`src/rtl/atpopc_pkg.sv`:
```
// Constants and types for the converter control block
package atpopc_pkg;

  // Register addresses (7-bit word address)
  localparam logic [6:0] ADDR_MODE_CTRL    = 7'h01;
  localparam logic [6:0] ADDR_CORR_CTRL_A  = 7'h03;
  localparam logic [6:0] ADDR_CORR_CTRL_B  = 7'h1A;
  localparam logic [6:0] ADDR_OVR_THRESH   = 7'h2F;
  localparam logic [6:0] ADDR_SLEEP_CTRL   = 7'h37;
  localparam logic [6:0] ADDR_PAT_CTRL     = 7'h3C;
  localparam logic [6:0] ADDR_PAT_VALUE    = 7'h3D;
  localparam logic [6:0] ADDR_PAT_AUX      = 7'h3E;

  // Field positions
  localparam int CORR_EN_BIT      = 15;
  localparam int HP1_BIT          = 1;
  localparam int RESTART_BIT      = 14;
  localparam int SLEEP_STATE_LSB  = 4;

  // Reset values
  localparam logic [3:0]  THRESH_RESET  = 4'hF;
  localparam logic        HP1_RESET     = 1'b1;
  localparam logic [15:0] PAT_RESET     = 16'h0000;

  // Pattern register encodings
  localparam logic [15:0] PAT_ZERO_C = 16'h8000;
  localparam logic [15:0] PAT_ZERO_V = 16'h0000;
  localparam logic [15:0] PAT_ZERO_A = 16'h0000;
  localparam logic [15:0] PAT_ONE_C  = 16'hBFFC;
  localparam logic [15:0] PAT_ONE_V  = 16'h3FFC;
  localparam logic [15:0] PAT_ONE_A  = 16'h3FFC;
  localparam logic [15:0] PAT_TAA_C  = 16'h9554;
  localparam logic [15:0] PAT_TAA_V  = 16'h2AA8;
  localparam logic [15:0] PAT_TAA_A  = 16'h1554;
  localparam logic [15:0] PAT_TFF_C  = 16'hBFFC;
  localparam logic [15:0] PAT_TFF_V  = 16'h0000;
  localparam logic [15:0] PAT_TFF_A  = 16'h3FFC;
  localparam logic [1:0]  PAT_CUSTOM_TAG = 2'b10;
  localparam logic [11:0] WORD_AAA = 12'hAAA;
  localparam logic [11:0] WORD_555 = 12'h555;
  localparam logic [11:0] WORD_FFF = 12'hFFF;
  localparam logic [11:0] WORD_000 = 12'h000;

  // Latencies in clock cycles
  localparam int LAT_CORR_OFF = 38;
  localparam int LAT_CORR_ON  = 50;
  localparam int LAT_OVR      = 12;

  // Wake-up times and their cycle counts
  localparam int CLK_PERIOD_NS   = 40;
  localparam int WAKE_SHUT_NS    = 2500000;
  localparam int WAKE_STBY_NS    = 100000;
  localparam int WAKE_DEEP_NS    = 20000;
  localparam int WAKE_LIGHT_NS   = 2000;
  localparam int WAKE_SHUT_CYC   = (WAKE_SHUT_NS + CLK_PERIOD_NS - 1) / CLK_PERIOD_NS;
  localparam int WAKE_STBY_CYC   = (WAKE_STBY_NS + CLK_PERIOD_NS - 1) / CLK_PERIOD_NS;
  localparam int WAKE_DEEP_CYC   = (WAKE_DEEP_NS + CLK_PERIOD_NS - 1) / CLK_PERIOD_NS;
  localparam int WAKE_LIGHT_CYC  = (WAKE_LIGHT_NS + CLK_PERIOD_NS - 1) / CLK_PERIOD_NS;
  localparam int WAKE_CNT_W      = 17;

  // Full scale magnitude exponent (full scale = 2**FS_SHIFT)
  localparam int FS_SHIFT = 11;

  typedef enum logic [1:0] {
    SLEEP_SHUTDOWN,
    SLEEP_STANDBY,
    SLEEP_DEEP,
    SLEEP_LIGHT
  } atpopc_sleep_e;

  typedef enum logic [1:0] {
    ST_ACTIVE,
    ST_SLEEP,
    ST_WAKING
  } atpopc_state_e;

  typedef enum logic [2:0] {
    PAT_NONE,
    PAT_ZERO,
    PAT_ONE,
    PAT_TOGGLE_AA,
    PAT_TOGGLE_FF,
    PAT_CUSTOM
  } atpopc_pat_e;

endpackage

```
`src/rtl/atpopc_core.sv`:
```
// Converter control: sleep modes, test patterns, fast over-range and correction loop control
// Function
// - Sleep mode held at 0x37; chosen mode entered while enable pin is low.
// - Enable high leaves sleep after 2.5 ms, 100 us, 20 us or 2 us.
// - 8000/0000/0000 gives all zeros; BFFC/3FFC/3FFC gives all ones.
// - 9554/2AA8/1554 toggles AAA/555; BFFC/0000/3FFC toggles FFF/000.
// - Over-range flag appears 12 cycles after a sample beyond threshold.
// - Threshold is full scale times threshold field divided by 16.
// - Threshold field resets to 15.
// - Correction loop enabled at register 1, reset through registers 3 and 26.
// - Correction loop is disabled after reset.
// - Restart bit high clears accumulators; writing it low starts the loop.
// - Data latency is 38 cycles, or 50 with correction enabled.
`timescale 1ns/100ps

module atpopc_core #(
  parameter int SAMPLE_W      = 12,
  parameter int WAKE_SHUT_CYC = atpopc_pkg::WAKE_SHUT_CYC
) (
  // Clock and reset
  input  wire logic                clk_sys,
  input  wire logic                reset_n,
  // Register write port
  input  wire logic                reg_wr_en,
  input  wire logic [6:0]          reg_wr_addr,
  input  wire logic [15:0]         reg_wr_data,
  // Register read port
  input  wire logic                reg_rd_en,
  input  wire logic [6:0]          reg_rd_addr,
  output logic      [15:0]         reg_rd_data,
  // Converter side
  input  wire logic                enable_pin,
  input  wire logic [SAMPLE_W-1:0] sample_in,
  // Output bus and status
  output logic      [SAMPLE_W-1:0] data_out,
  output logic                     overrange_flag_out,
  output logic                     sleep_active,
  output logic                     corr_acc_clear,
  output logic                     corr_running
);

  localparam int DL_DEPTH = atpopc_pkg::LAT_CORR_ON - 1;

  typedef struct packed {
    atpopc_pkg::atpopc_state_e                    st;
    logic [atpopc_pkg::WAKE_CNT_W-1:0]            wake_cnt;
    atpopc_pkg::atpopc_sleep_e                    sleep_sel;
    logic                                         high_perf_mode_one;
    logic                                         corr_en;
    logic                                         restart_a;
    logic                                         restart_b;
    logic                                         corr_run;
    logic                                         corr_clr;
    logic                                         sleep_flag;
    logic [3:0]                                   fast_overrange_threshold;
    logic [15:0]                                  pattern_control_word;
    logic [15:0]                                  custom_pattern_value;
    logic [15:0]                                  pattern_aux_word;
    logic                                         phase;
    logic [DL_DEPTH-1:0][SAMPLE_W-1:0]            dl;
    logic [atpopc_pkg::LAT_OVR-1:0]               ovr_pipe;
    logic [SAMPLE_W-1:0]                          data_out;
    logic [15:0]                                  rd_data;
  } atpopc_regs_s;

  atpopc_regs_s s;
  atpopc_regs_s next_s;

  // Wake-up count for each sleep mode
  function automatic logic [atpopc_pkg::WAKE_CNT_W-1:0] wake_cycles(input atpopc_pkg::atpopc_sleep_e m);
    case (m)
      atpopc_pkg::SLEEP_SHUTDOWN: wake_cycles = atpopc_pkg::WAKE_CNT_W'(WAKE_SHUT_CYC);
      atpopc_pkg::SLEEP_STANDBY:  wake_cycles = atpopc_pkg::WAKE_CNT_W'(atpopc_pkg::WAKE_STBY_CYC);
      atpopc_pkg::SLEEP_DEEP:     wake_cycles = atpopc_pkg::WAKE_CNT_W'(atpopc_pkg::WAKE_DEEP_CYC);
      default:                    wake_cycles = atpopc_pkg::WAKE_CNT_W'(atpopc_pkg::WAKE_LIGHT_CYC);
    endcase
  endfunction

  // True when the three pattern registers hold the given triple
  function automatic logic pat_match(input logic [15:0] c, input logic [15:0] v, input logic [15:0] a,
                                     input logic [15:0] ec, input logic [15:0] ev, input logic [15:0] ea);
    pat_match = (c == ec) && (v == ev) && (a == ea);
  endfunction

  atpopc_pkg::atpopc_pat_e pat_kind;
  logic                    pat_on;
  logic [SAMPLE_W-1:0]     pat_word;
  logic [SAMPLE_W-1:0]     mag;
  logic [15:0]             mag_scaled;
  logic [15:0]             trip_level;
  logic                    ovr_hit;
  logic                    wr_mode;
  logic                    wr_corr_a;
  logic                    wr_corr_b;

  assign wr_mode   = reg_wr_en && (reg_wr_addr == atpopc_pkg::ADDR_MODE_CTRL);
  assign wr_corr_a = reg_wr_en && (reg_wr_addr == atpopc_pkg::ADDR_CORR_CTRL_A);
  assign wr_corr_b = reg_wr_en && (reg_wr_addr == atpopc_pkg::ADDR_CORR_CTRL_B);

  // Pattern decode; exact table entries win over the generic custom form
  always_comb begin
    pat_kind = atpopc_pkg::PAT_NONE;
    if (pat_match(s.pattern_control_word, s.custom_pattern_value, s.pattern_aux_word,
                  atpopc_pkg::PAT_ZERO_C, atpopc_pkg::PAT_ZERO_V, atpopc_pkg::PAT_ZERO_A)) begin
      pat_kind = atpopc_pkg::PAT_ZERO;
    end else if (pat_match(s.pattern_control_word, s.custom_pattern_value, s.pattern_aux_word,
                           atpopc_pkg::PAT_ONE_C, atpopc_pkg::PAT_ONE_V, atpopc_pkg::PAT_ONE_A)) begin
      pat_kind = atpopc_pkg::PAT_ONE;
    end else if (pat_match(s.pattern_control_word, s.custom_pattern_value, s.pattern_aux_word,
                           atpopc_pkg::PAT_TAA_C, atpopc_pkg::PAT_TAA_V, atpopc_pkg::PAT_TAA_A)) begin
      pat_kind = atpopc_pkg::PAT_TOGGLE_AA;
    end else if (pat_match(s.pattern_control_word, s.custom_pattern_value, s.pattern_aux_word,
                           atpopc_pkg::PAT_TFF_C, atpopc_pkg::PAT_TFF_V, atpopc_pkg::PAT_TFF_A)) begin
      pat_kind = atpopc_pkg::PAT_TOGGLE_FF;
    end else if (s.pattern_control_word[15:14] == atpopc_pkg::PAT_CUSTOM_TAG) begin
      pat_kind = atpopc_pkg::PAT_CUSTOM;
    end
  end

  // Patterns are unavailable while high-performance mode one is on
  assign pat_on = !s.high_perf_mode_one && (pat_kind != atpopc_pkg::PAT_NONE);

  always_comb begin
    case (pat_kind)
      atpopc_pkg::PAT_ZERO:      pat_word = atpopc_pkg::WORD_000;
      atpopc_pkg::PAT_ONE:       pat_word = atpopc_pkg::WORD_FFF;
      atpopc_pkg::PAT_TOGGLE_AA: pat_word = s.phase ? atpopc_pkg::WORD_555 : atpopc_pkg::WORD_AAA;
      atpopc_pkg::PAT_TOGGLE_FF: pat_word = s.phase ? atpopc_pkg::WORD_000 : atpopc_pkg::WORD_FFF;
      atpopc_pkg::PAT_CUSTOM:    pat_word = s.custom_pattern_value[13:2];
      default:                   pat_word = atpopc_pkg::WORD_000;
    endcase
  end

  // Magnitude of the two's complement sample against full scale * field / 16
  // Negating the most negative sample wraps to 0x800, which still reads as full scale
  assign mag        = sample_in[SAMPLE_W-1] ? SAMPLE_W'(-sample_in) : sample_in;
  assign mag_scaled = {mag, 4'h0};
  assign trip_level = {1'b0, s.fast_overrange_threshold, 11'h000};
  assign ovr_hit    = mag_scaled > trip_level;

  always_comb begin
    next_s = s;

    // Register writes
    if (reg_wr_en) begin
      case (reg_wr_addr)
        atpopc_pkg::ADDR_MODE_CTRL: begin
          next_s.corr_en            = reg_wr_data[atpopc_pkg::CORR_EN_BIT];
          next_s.high_perf_mode_one = reg_wr_data[atpopc_pkg::HP1_BIT];
        end
        atpopc_pkg::ADDR_CORR_CTRL_A: next_s.restart_a = reg_wr_data[atpopc_pkg::RESTART_BIT];
        atpopc_pkg::ADDR_CORR_CTRL_B: next_s.restart_b = reg_wr_data[atpopc_pkg::RESTART_BIT];
        atpopc_pkg::ADDR_OVR_THRESH:  next_s.fast_overrange_threshold = reg_wr_data[3:0];
        atpopc_pkg::ADDR_SLEEP_CTRL:  next_s.sleep_sel = atpopc_pkg::atpopc_sleep_e'(reg_wr_data[1:0]);
        atpopc_pkg::ADDR_PAT_CTRL:    next_s.pattern_control_word = reg_wr_data;
        atpopc_pkg::ADDR_PAT_VALUE:   next_s.custom_pattern_value = reg_wr_data;
        atpopc_pkg::ADDR_PAT_AUX:     next_s.pattern_aux_word = reg_wr_data;
        default: ;
      endcase
    end

    // Registered readback; unmapped addresses read zero
    if (reg_rd_en) begin
      next_s.rd_data = 16'h0000;
      case (reg_rd_addr)
        atpopc_pkg::ADDR_MODE_CTRL: begin
          next_s.rd_data[atpopc_pkg::CORR_EN_BIT] = s.corr_en;
          next_s.rd_data[atpopc_pkg::HP1_BIT]     = s.high_perf_mode_one;
        end
        atpopc_pkg::ADDR_CORR_CTRL_A: next_s.rd_data[atpopc_pkg::RESTART_BIT] = s.restart_a;
        atpopc_pkg::ADDR_CORR_CTRL_B: next_s.rd_data[atpopc_pkg::RESTART_BIT] = s.restart_b;
        atpopc_pkg::ADDR_OVR_THRESH:  next_s.rd_data[3:0] = s.fast_overrange_threshold;
        atpopc_pkg::ADDR_SLEEP_CTRL: begin
          next_s.rd_data[1:0] = s.sleep_sel;
          next_s.rd_data[atpopc_pkg::SLEEP_STATE_LSB +: 2] = s.st;
        end
        atpopc_pkg::ADDR_PAT_CTRL:  next_s.rd_data = s.pattern_control_word;
        atpopc_pkg::ADDR_PAT_VALUE: next_s.rd_data = s.custom_pattern_value;
        atpopc_pkg::ADDR_PAT_AUX:   next_s.rd_data = s.pattern_aux_word;
        default: ;
      endcase
    end

    // Sleep sequencing; a low enable during wake-up goes straight back to sleep
    case (s.st)
      atpopc_pkg::ST_ACTIVE: begin
        if (!enable_pin) begin
          next_s.st = atpopc_pkg::ST_SLEEP;
        end
      end
      atpopc_pkg::ST_SLEEP: begin
        if (enable_pin) begin
          next_s.st       = atpopc_pkg::ST_WAKING;
          next_s.wake_cnt = wake_cycles(s.sleep_sel);
        end
      end
      atpopc_pkg::ST_WAKING: begin
        if (!enable_pin) begin
          next_s.st = atpopc_pkg::ST_SLEEP;
        end else if (s.wake_cnt <= atpopc_pkg::WAKE_CNT_W'(1)) begin
          next_s.st = atpopc_pkg::ST_ACTIVE;
        end else begin
          next_s.wake_cnt = s.wake_cnt - atpopc_pkg::WAKE_CNT_W'(1);
        end
      end
      default: next_s.st = atpopc_pkg::ST_SLEEP;
    endcase

    // Status kept in its own flop so the pin never shows decode glitches
    next_s.sleep_flag = (next_s.st == atpopc_pkg::ST_SLEEP);

    // Correction loop: clear while either restart bit is high, run once both fall with the loop on
    next_s.corr_clr = next_s.restart_a || next_s.restart_b;
    if (!next_s.corr_en || next_s.corr_clr) begin
      next_s.corr_run = 1'b0;
    end else if (s.corr_clr) begin
      next_s.corr_run = 1'b1;
    end

    // Sample delay line and over-range pipe
    next_s.dl       = {s.dl[DL_DEPTH-2:0], sample_in};
    next_s.ovr_pipe = {s.ovr_pipe[atpopc_pkg::LAT_OVR-2:0], ovr_hit};
    next_s.phase    = !s.phase;

    // Output word; tap chosen so the bus sees 38 or 50 cycles of latency
    if (s.st != atpopc_pkg::ST_ACTIVE) begin
      next_s.data_out = '0;
    end else if (pat_on) begin
      next_s.data_out = pat_word;
    end else if (s.corr_en) begin
      next_s.data_out = s.dl[atpopc_pkg::LAT_CORR_ON-2];
    end else begin
      next_s.data_out = s.dl[atpopc_pkg::LAT_CORR_OFF-2];
    end
  end

  always_ff @(posedge clk_sys or negedge reset_n) begin
    if (!reset_n) begin
      s                          <= '0;
      s.st                       <= atpopc_pkg::ST_ACTIVE;
      s.sleep_sel                <= atpopc_pkg::SLEEP_SHUTDOWN;
      s.high_perf_mode_one       <= atpopc_pkg::HP1_RESET;
      s.fast_overrange_threshold <= atpopc_pkg::THRESH_RESET;
      s.pattern_control_word     <= atpopc_pkg::PAT_RESET;
      s.custom_pattern_value     <= atpopc_pkg::PAT_RESET;
      s.pattern_aux_word         <= atpopc_pkg::PAT_RESET;
    end else begin
      s <= next_s;
    end
  end

  assign reg_rd_data        = s.rd_data;
  assign data_out           = s.data_out;
  assign overrange_flag_out = s.ovr_pipe[atpopc_pkg::LAT_OVR-1];
  assign sleep_active       = s.sleep_flag;
  assign corr_acc_clear     = s.corr_clr;
  assign corr_running       = s.corr_run;
endmodule

```
`config.mk`:
```
export PLATFORM = sky130hd
export DESIGN_NAME = atpopc_core
export DESIGN_NICKNAME = d
export VERILOG_FILES = /design/src/rtl/atpopc_pkg.sv /design/src/rtl/atpopc_core.sv
export SDC_FILE = /design/constraint.sdc
export NUM_CORES = 1
export LEC_CHECK = 0
export BUFFER_PORTS_ARGS = -buffer_cell sky130_fd_sc_hd__clkbuf_2
export CORE_MARGIN = 3
export CORE_UTILIZATION = 30
export CTS_CLUSTER_DIAMETER = 120
export DETAILED_ROUTE_END_ITERATION = 8
export GPL_ROUTABILITY_DRIVEN = 0
export SYNTH_ARGS = -nofsm -noshare
export SYNTH_HDL_FRONTEND = slang
export SYNTH_SLANG_ARGS = --single-unit
```
`constraint.sdc`:
```
create_clock -name clk_sys -period 4.6 [get_ports clk_sys]
set_input_delay 0.23 -clock clk_sys [delete_from_list [all_inputs] [get_ports clk_sys]]
set_output_delay 0.23 -clock clk_sys [all_outputs]
set_load 0.03 [all_outputs]
```
==> results.md <==
* Total power at ~13,000 uW
* Synth Flop Type: dfrtp_1
* Sequential area share after synthesis at between 80% and 90%
* # diodes at 0
* FFs w/ async S/R, synth at 100.0%
* Clock transition at path regs at ~0.06 ns
* Mapped Nets at between 1,000 and 1,500
* Max-Cap Viols at 0
* Number of synthesized register bits at about 710
* Critical path arrival at roughly 3.8 ns
* Number of synthesized flops with an enable pin at 0
* Largest net degree at the start of global routing at ~130
* Synth Cell Area at 21,320 sq um
* Initial antenna violation count at 0
* Vias at 10,320
* Post-DP HPWL at 23.51 mm
* Clock power frac at slightly above 40%
* VDD IR max at between 0.3 and 0.4 mV
* Layout area overhead at 17.90%
* CP Max Fanout at 13
* Hold WC Path Type: in -> reg
* Clock skew at between 0.02 and 0.025 ns
* Setup Fix Bufs, Post-CTS at 0
* Die Y-Extent at 272.6 um
* Total core area at between 70,000 and 80,000 sq um
* All-Layer GR Usage at 10.43%
* Row count at 97
* Final WL at 37.91 mm
* Via density at about 4.4
* Post-layout min period at between 3 and 4 ns
* Num CTS Buffers at 66
* RSZ-0062 raised after global routing: no
* DR WL/cell at roughly 16 um
* Leak at 0.01116 uW
* Internal power at between 10,000 and 15,000 uW
* Grt total ovfl at 0
* Capturing element type of the critical path: register
* PortBufs at 78
* Final Cycle Share at 71.25%
* Measured slew at the worst slew-check pin at between 1 and 1.5 ns
* Pwr per Cell Area at slightly above 500 nW/um^2
* Achievable frequency at just over 300 MHz
* Die width at 272.6 um
* Fin. max-slew vios at 0
* Root Buffer: clkbuf_16
* Worst skew pair latency at between 0.5 and 0.6 ns
* Final #Nets at between 1,000 and 1,500
* Status: finished, final reports clean
* Initial DRT Pass Iterations at 7
* Final Hold Vio Count at 0
* Synth Area per Inst at around 17 sq um
* CP startpoint kind: register
* Filler instances at around 6,600
* First-pass GRT wire length at about 61 mm
* Vias in the first global route at roughly 11,000
* Post-DRT Antenna Nets at 0
* Normalized max-slew margin at approximately 12%
* Distinct cells, synth at 62
* Commonest cells after routing, fill and taps aside: dfrtp_1, clkbuf_2, clkbuf_16, nor2_1, mux2_2
* WP data required at 5.09 ns
* First-iteration detailed-routing DRC count at around 850
* Die footprint at between 70,000 and 80,000 sq um
* # IOs at 79
* DRC violations left at 0
* CTS H-tree depth at 3
* Clk sink count at between 700 and 800
* Buffer depth of the longest clock path at 3
* Setup tns final at 0 ns
* Comb pwr share at 6.3%
* Sw Share at roughly 23%
* Layout cells sized above 1 at 18.62%
* Synth Instances at between 1,000 and 1,500
* Starting density of the core at approximately 30%
* Switch Pwr at slightly below 3000 uW
* Sequential share of power at a little over half
* CTS tree: built
* CP Class: reg -> reg
* Setup Viol. Count Final at 0
* Yosys warns at 0
* Most common cell after layout, fill and taps aside: dfrtp_1
==> area by class of cell <==
cell class                 count  area, sq um  area share [%]
clock buffer                  92         1961           7.801
clock inverter                17        178.9          0.7119
inverter                      27        101.3          0.4033
multi-input combinational    454         3151           12.54
sequential                   709        17750           70.62
tap                          940         1176           4.680
timing repair buffer         119        815.8           3.246
==> kinds of logic after synthesis <==
group | Yosys count | synth area share (%)
XOR/XNOR | 4 | 0.1644
flip-flops | 709 | 83.26
AND/OR/NAND/NOR | 225 | 5.635
adder cells (fa/ha/maj) | 12 | 0.7044
multiplexers | 81 | 4.115
buffers and inverters | 86 | 2.031
AO/OA/AOI/OAI | 132 | 4.085
==> critical path, stage by stage (launching register included) <==
cell and delay (ns):
dfrtp_1 0.41, nor2b_1 0.71, nand4_1 0.52, a2111oi_2 1.17, nor3_1 0.18, a2bb2oi_1 0.21
==> registers in the layout (all words and copies together) (netlist names) <==
signal              flops
s                      90
corr_running            1
reg_rd_data            16
sleep_active            1
corr_acc_clear          1
overrange_flag_out      1
next_s                587
data_out               12
==> power by group through the flow <==
stage | sequential (uW) | combinational [uW] | clock, uW
detailed placement | 6980 | 797 | 0
floorplan | 6890 | 495 | 0
CTS | 6870 | 822 | 5500
finish | 6870 | 823 | 5320
global route | 6910 | 917 | 5770
global placement | 6960 | 763 | 0
==> through the flow <==
step | instances | hold slack [ns] | utilization, % | cell area [sq um] | setup slack [ns]
final | 2358 | 0.08414 | 35.83 | 25130 | 1.323
after floorplan | 1249 | -0.06559 | - | 21320 | 1.976
after global placement | 2221 | 0.3312 | 32.38 | 22710 | 1.590
after detailed placement | 2221 | 0.3347 | 32.38 | 22710 | 1.354
after global routing | 2358 | 0.07147 | 35.83 | 25130 | 0.9345
after CTS | 2358 | 0.03491 | 35.83 | 25130 | 1.368
==> path summary, 6_finish.rpt <==
check	from	endpoint	slack, ns	cells past startpoint
max	s[675]$_DFFE_PN0P_	data_out[6]$_DFF_PN0_	1.32	5
min	reg_rd_addr[2]	reg_rd_data[15]$_DFFE_PN0P_	0.08	4
max reg2reg	s[675]$_DFFE_PN0P_	data_out[6]$_DFF_PN0_	1.32	5
min reg2reg	next_s[229]$_DFF_PN0_	next_s[241]$_DFF_PN0_	0.33	0
max in group asynchronous	reset_n	s[684]$_DFF_PN0_	2.93	3
min in group asynchronous	reset_n	next_s[596]$_DFF_PN0_	0.35	2
==> cells in the mapped netlist (14+ instances only) <==
library cell,instances,area [sq um]
nand2_1,40,150.1
nor4_1,17,106.4
mux2i_1,28,280.3
inv_1,26,97.59
dfrtp_1,704,17620
mux2_2,53,596.8
a21oi_1,28,140.1
nor3_1,23,115.1
nand4_1,21,131.4
buf_4,28,210.2
o22ai_1,14,87.58
o21ai_0,30,150.1
nand3_1,15,75.07
nor2_1,56,210.2
clkbuf_1,26,97.59
==> per-layer routing <==
metal | GRT usage (%) | wire [um] | up-vias
met4 | 3.883 | 1211 | 0
met5 | 0 | 0 | -
met3 | 2.827 | 2000 | 97
li1 | - | - | 4499
met2 | 15.30 | 16810 | 294
met1 | 14.86 | 17890 | 5430
==> repair_timing <==
item	CTS	global route
hold endpoints to repair	163	0
hold buffers	28	0
resized for setup	0	0
Power figures use the tool's default switching activity.
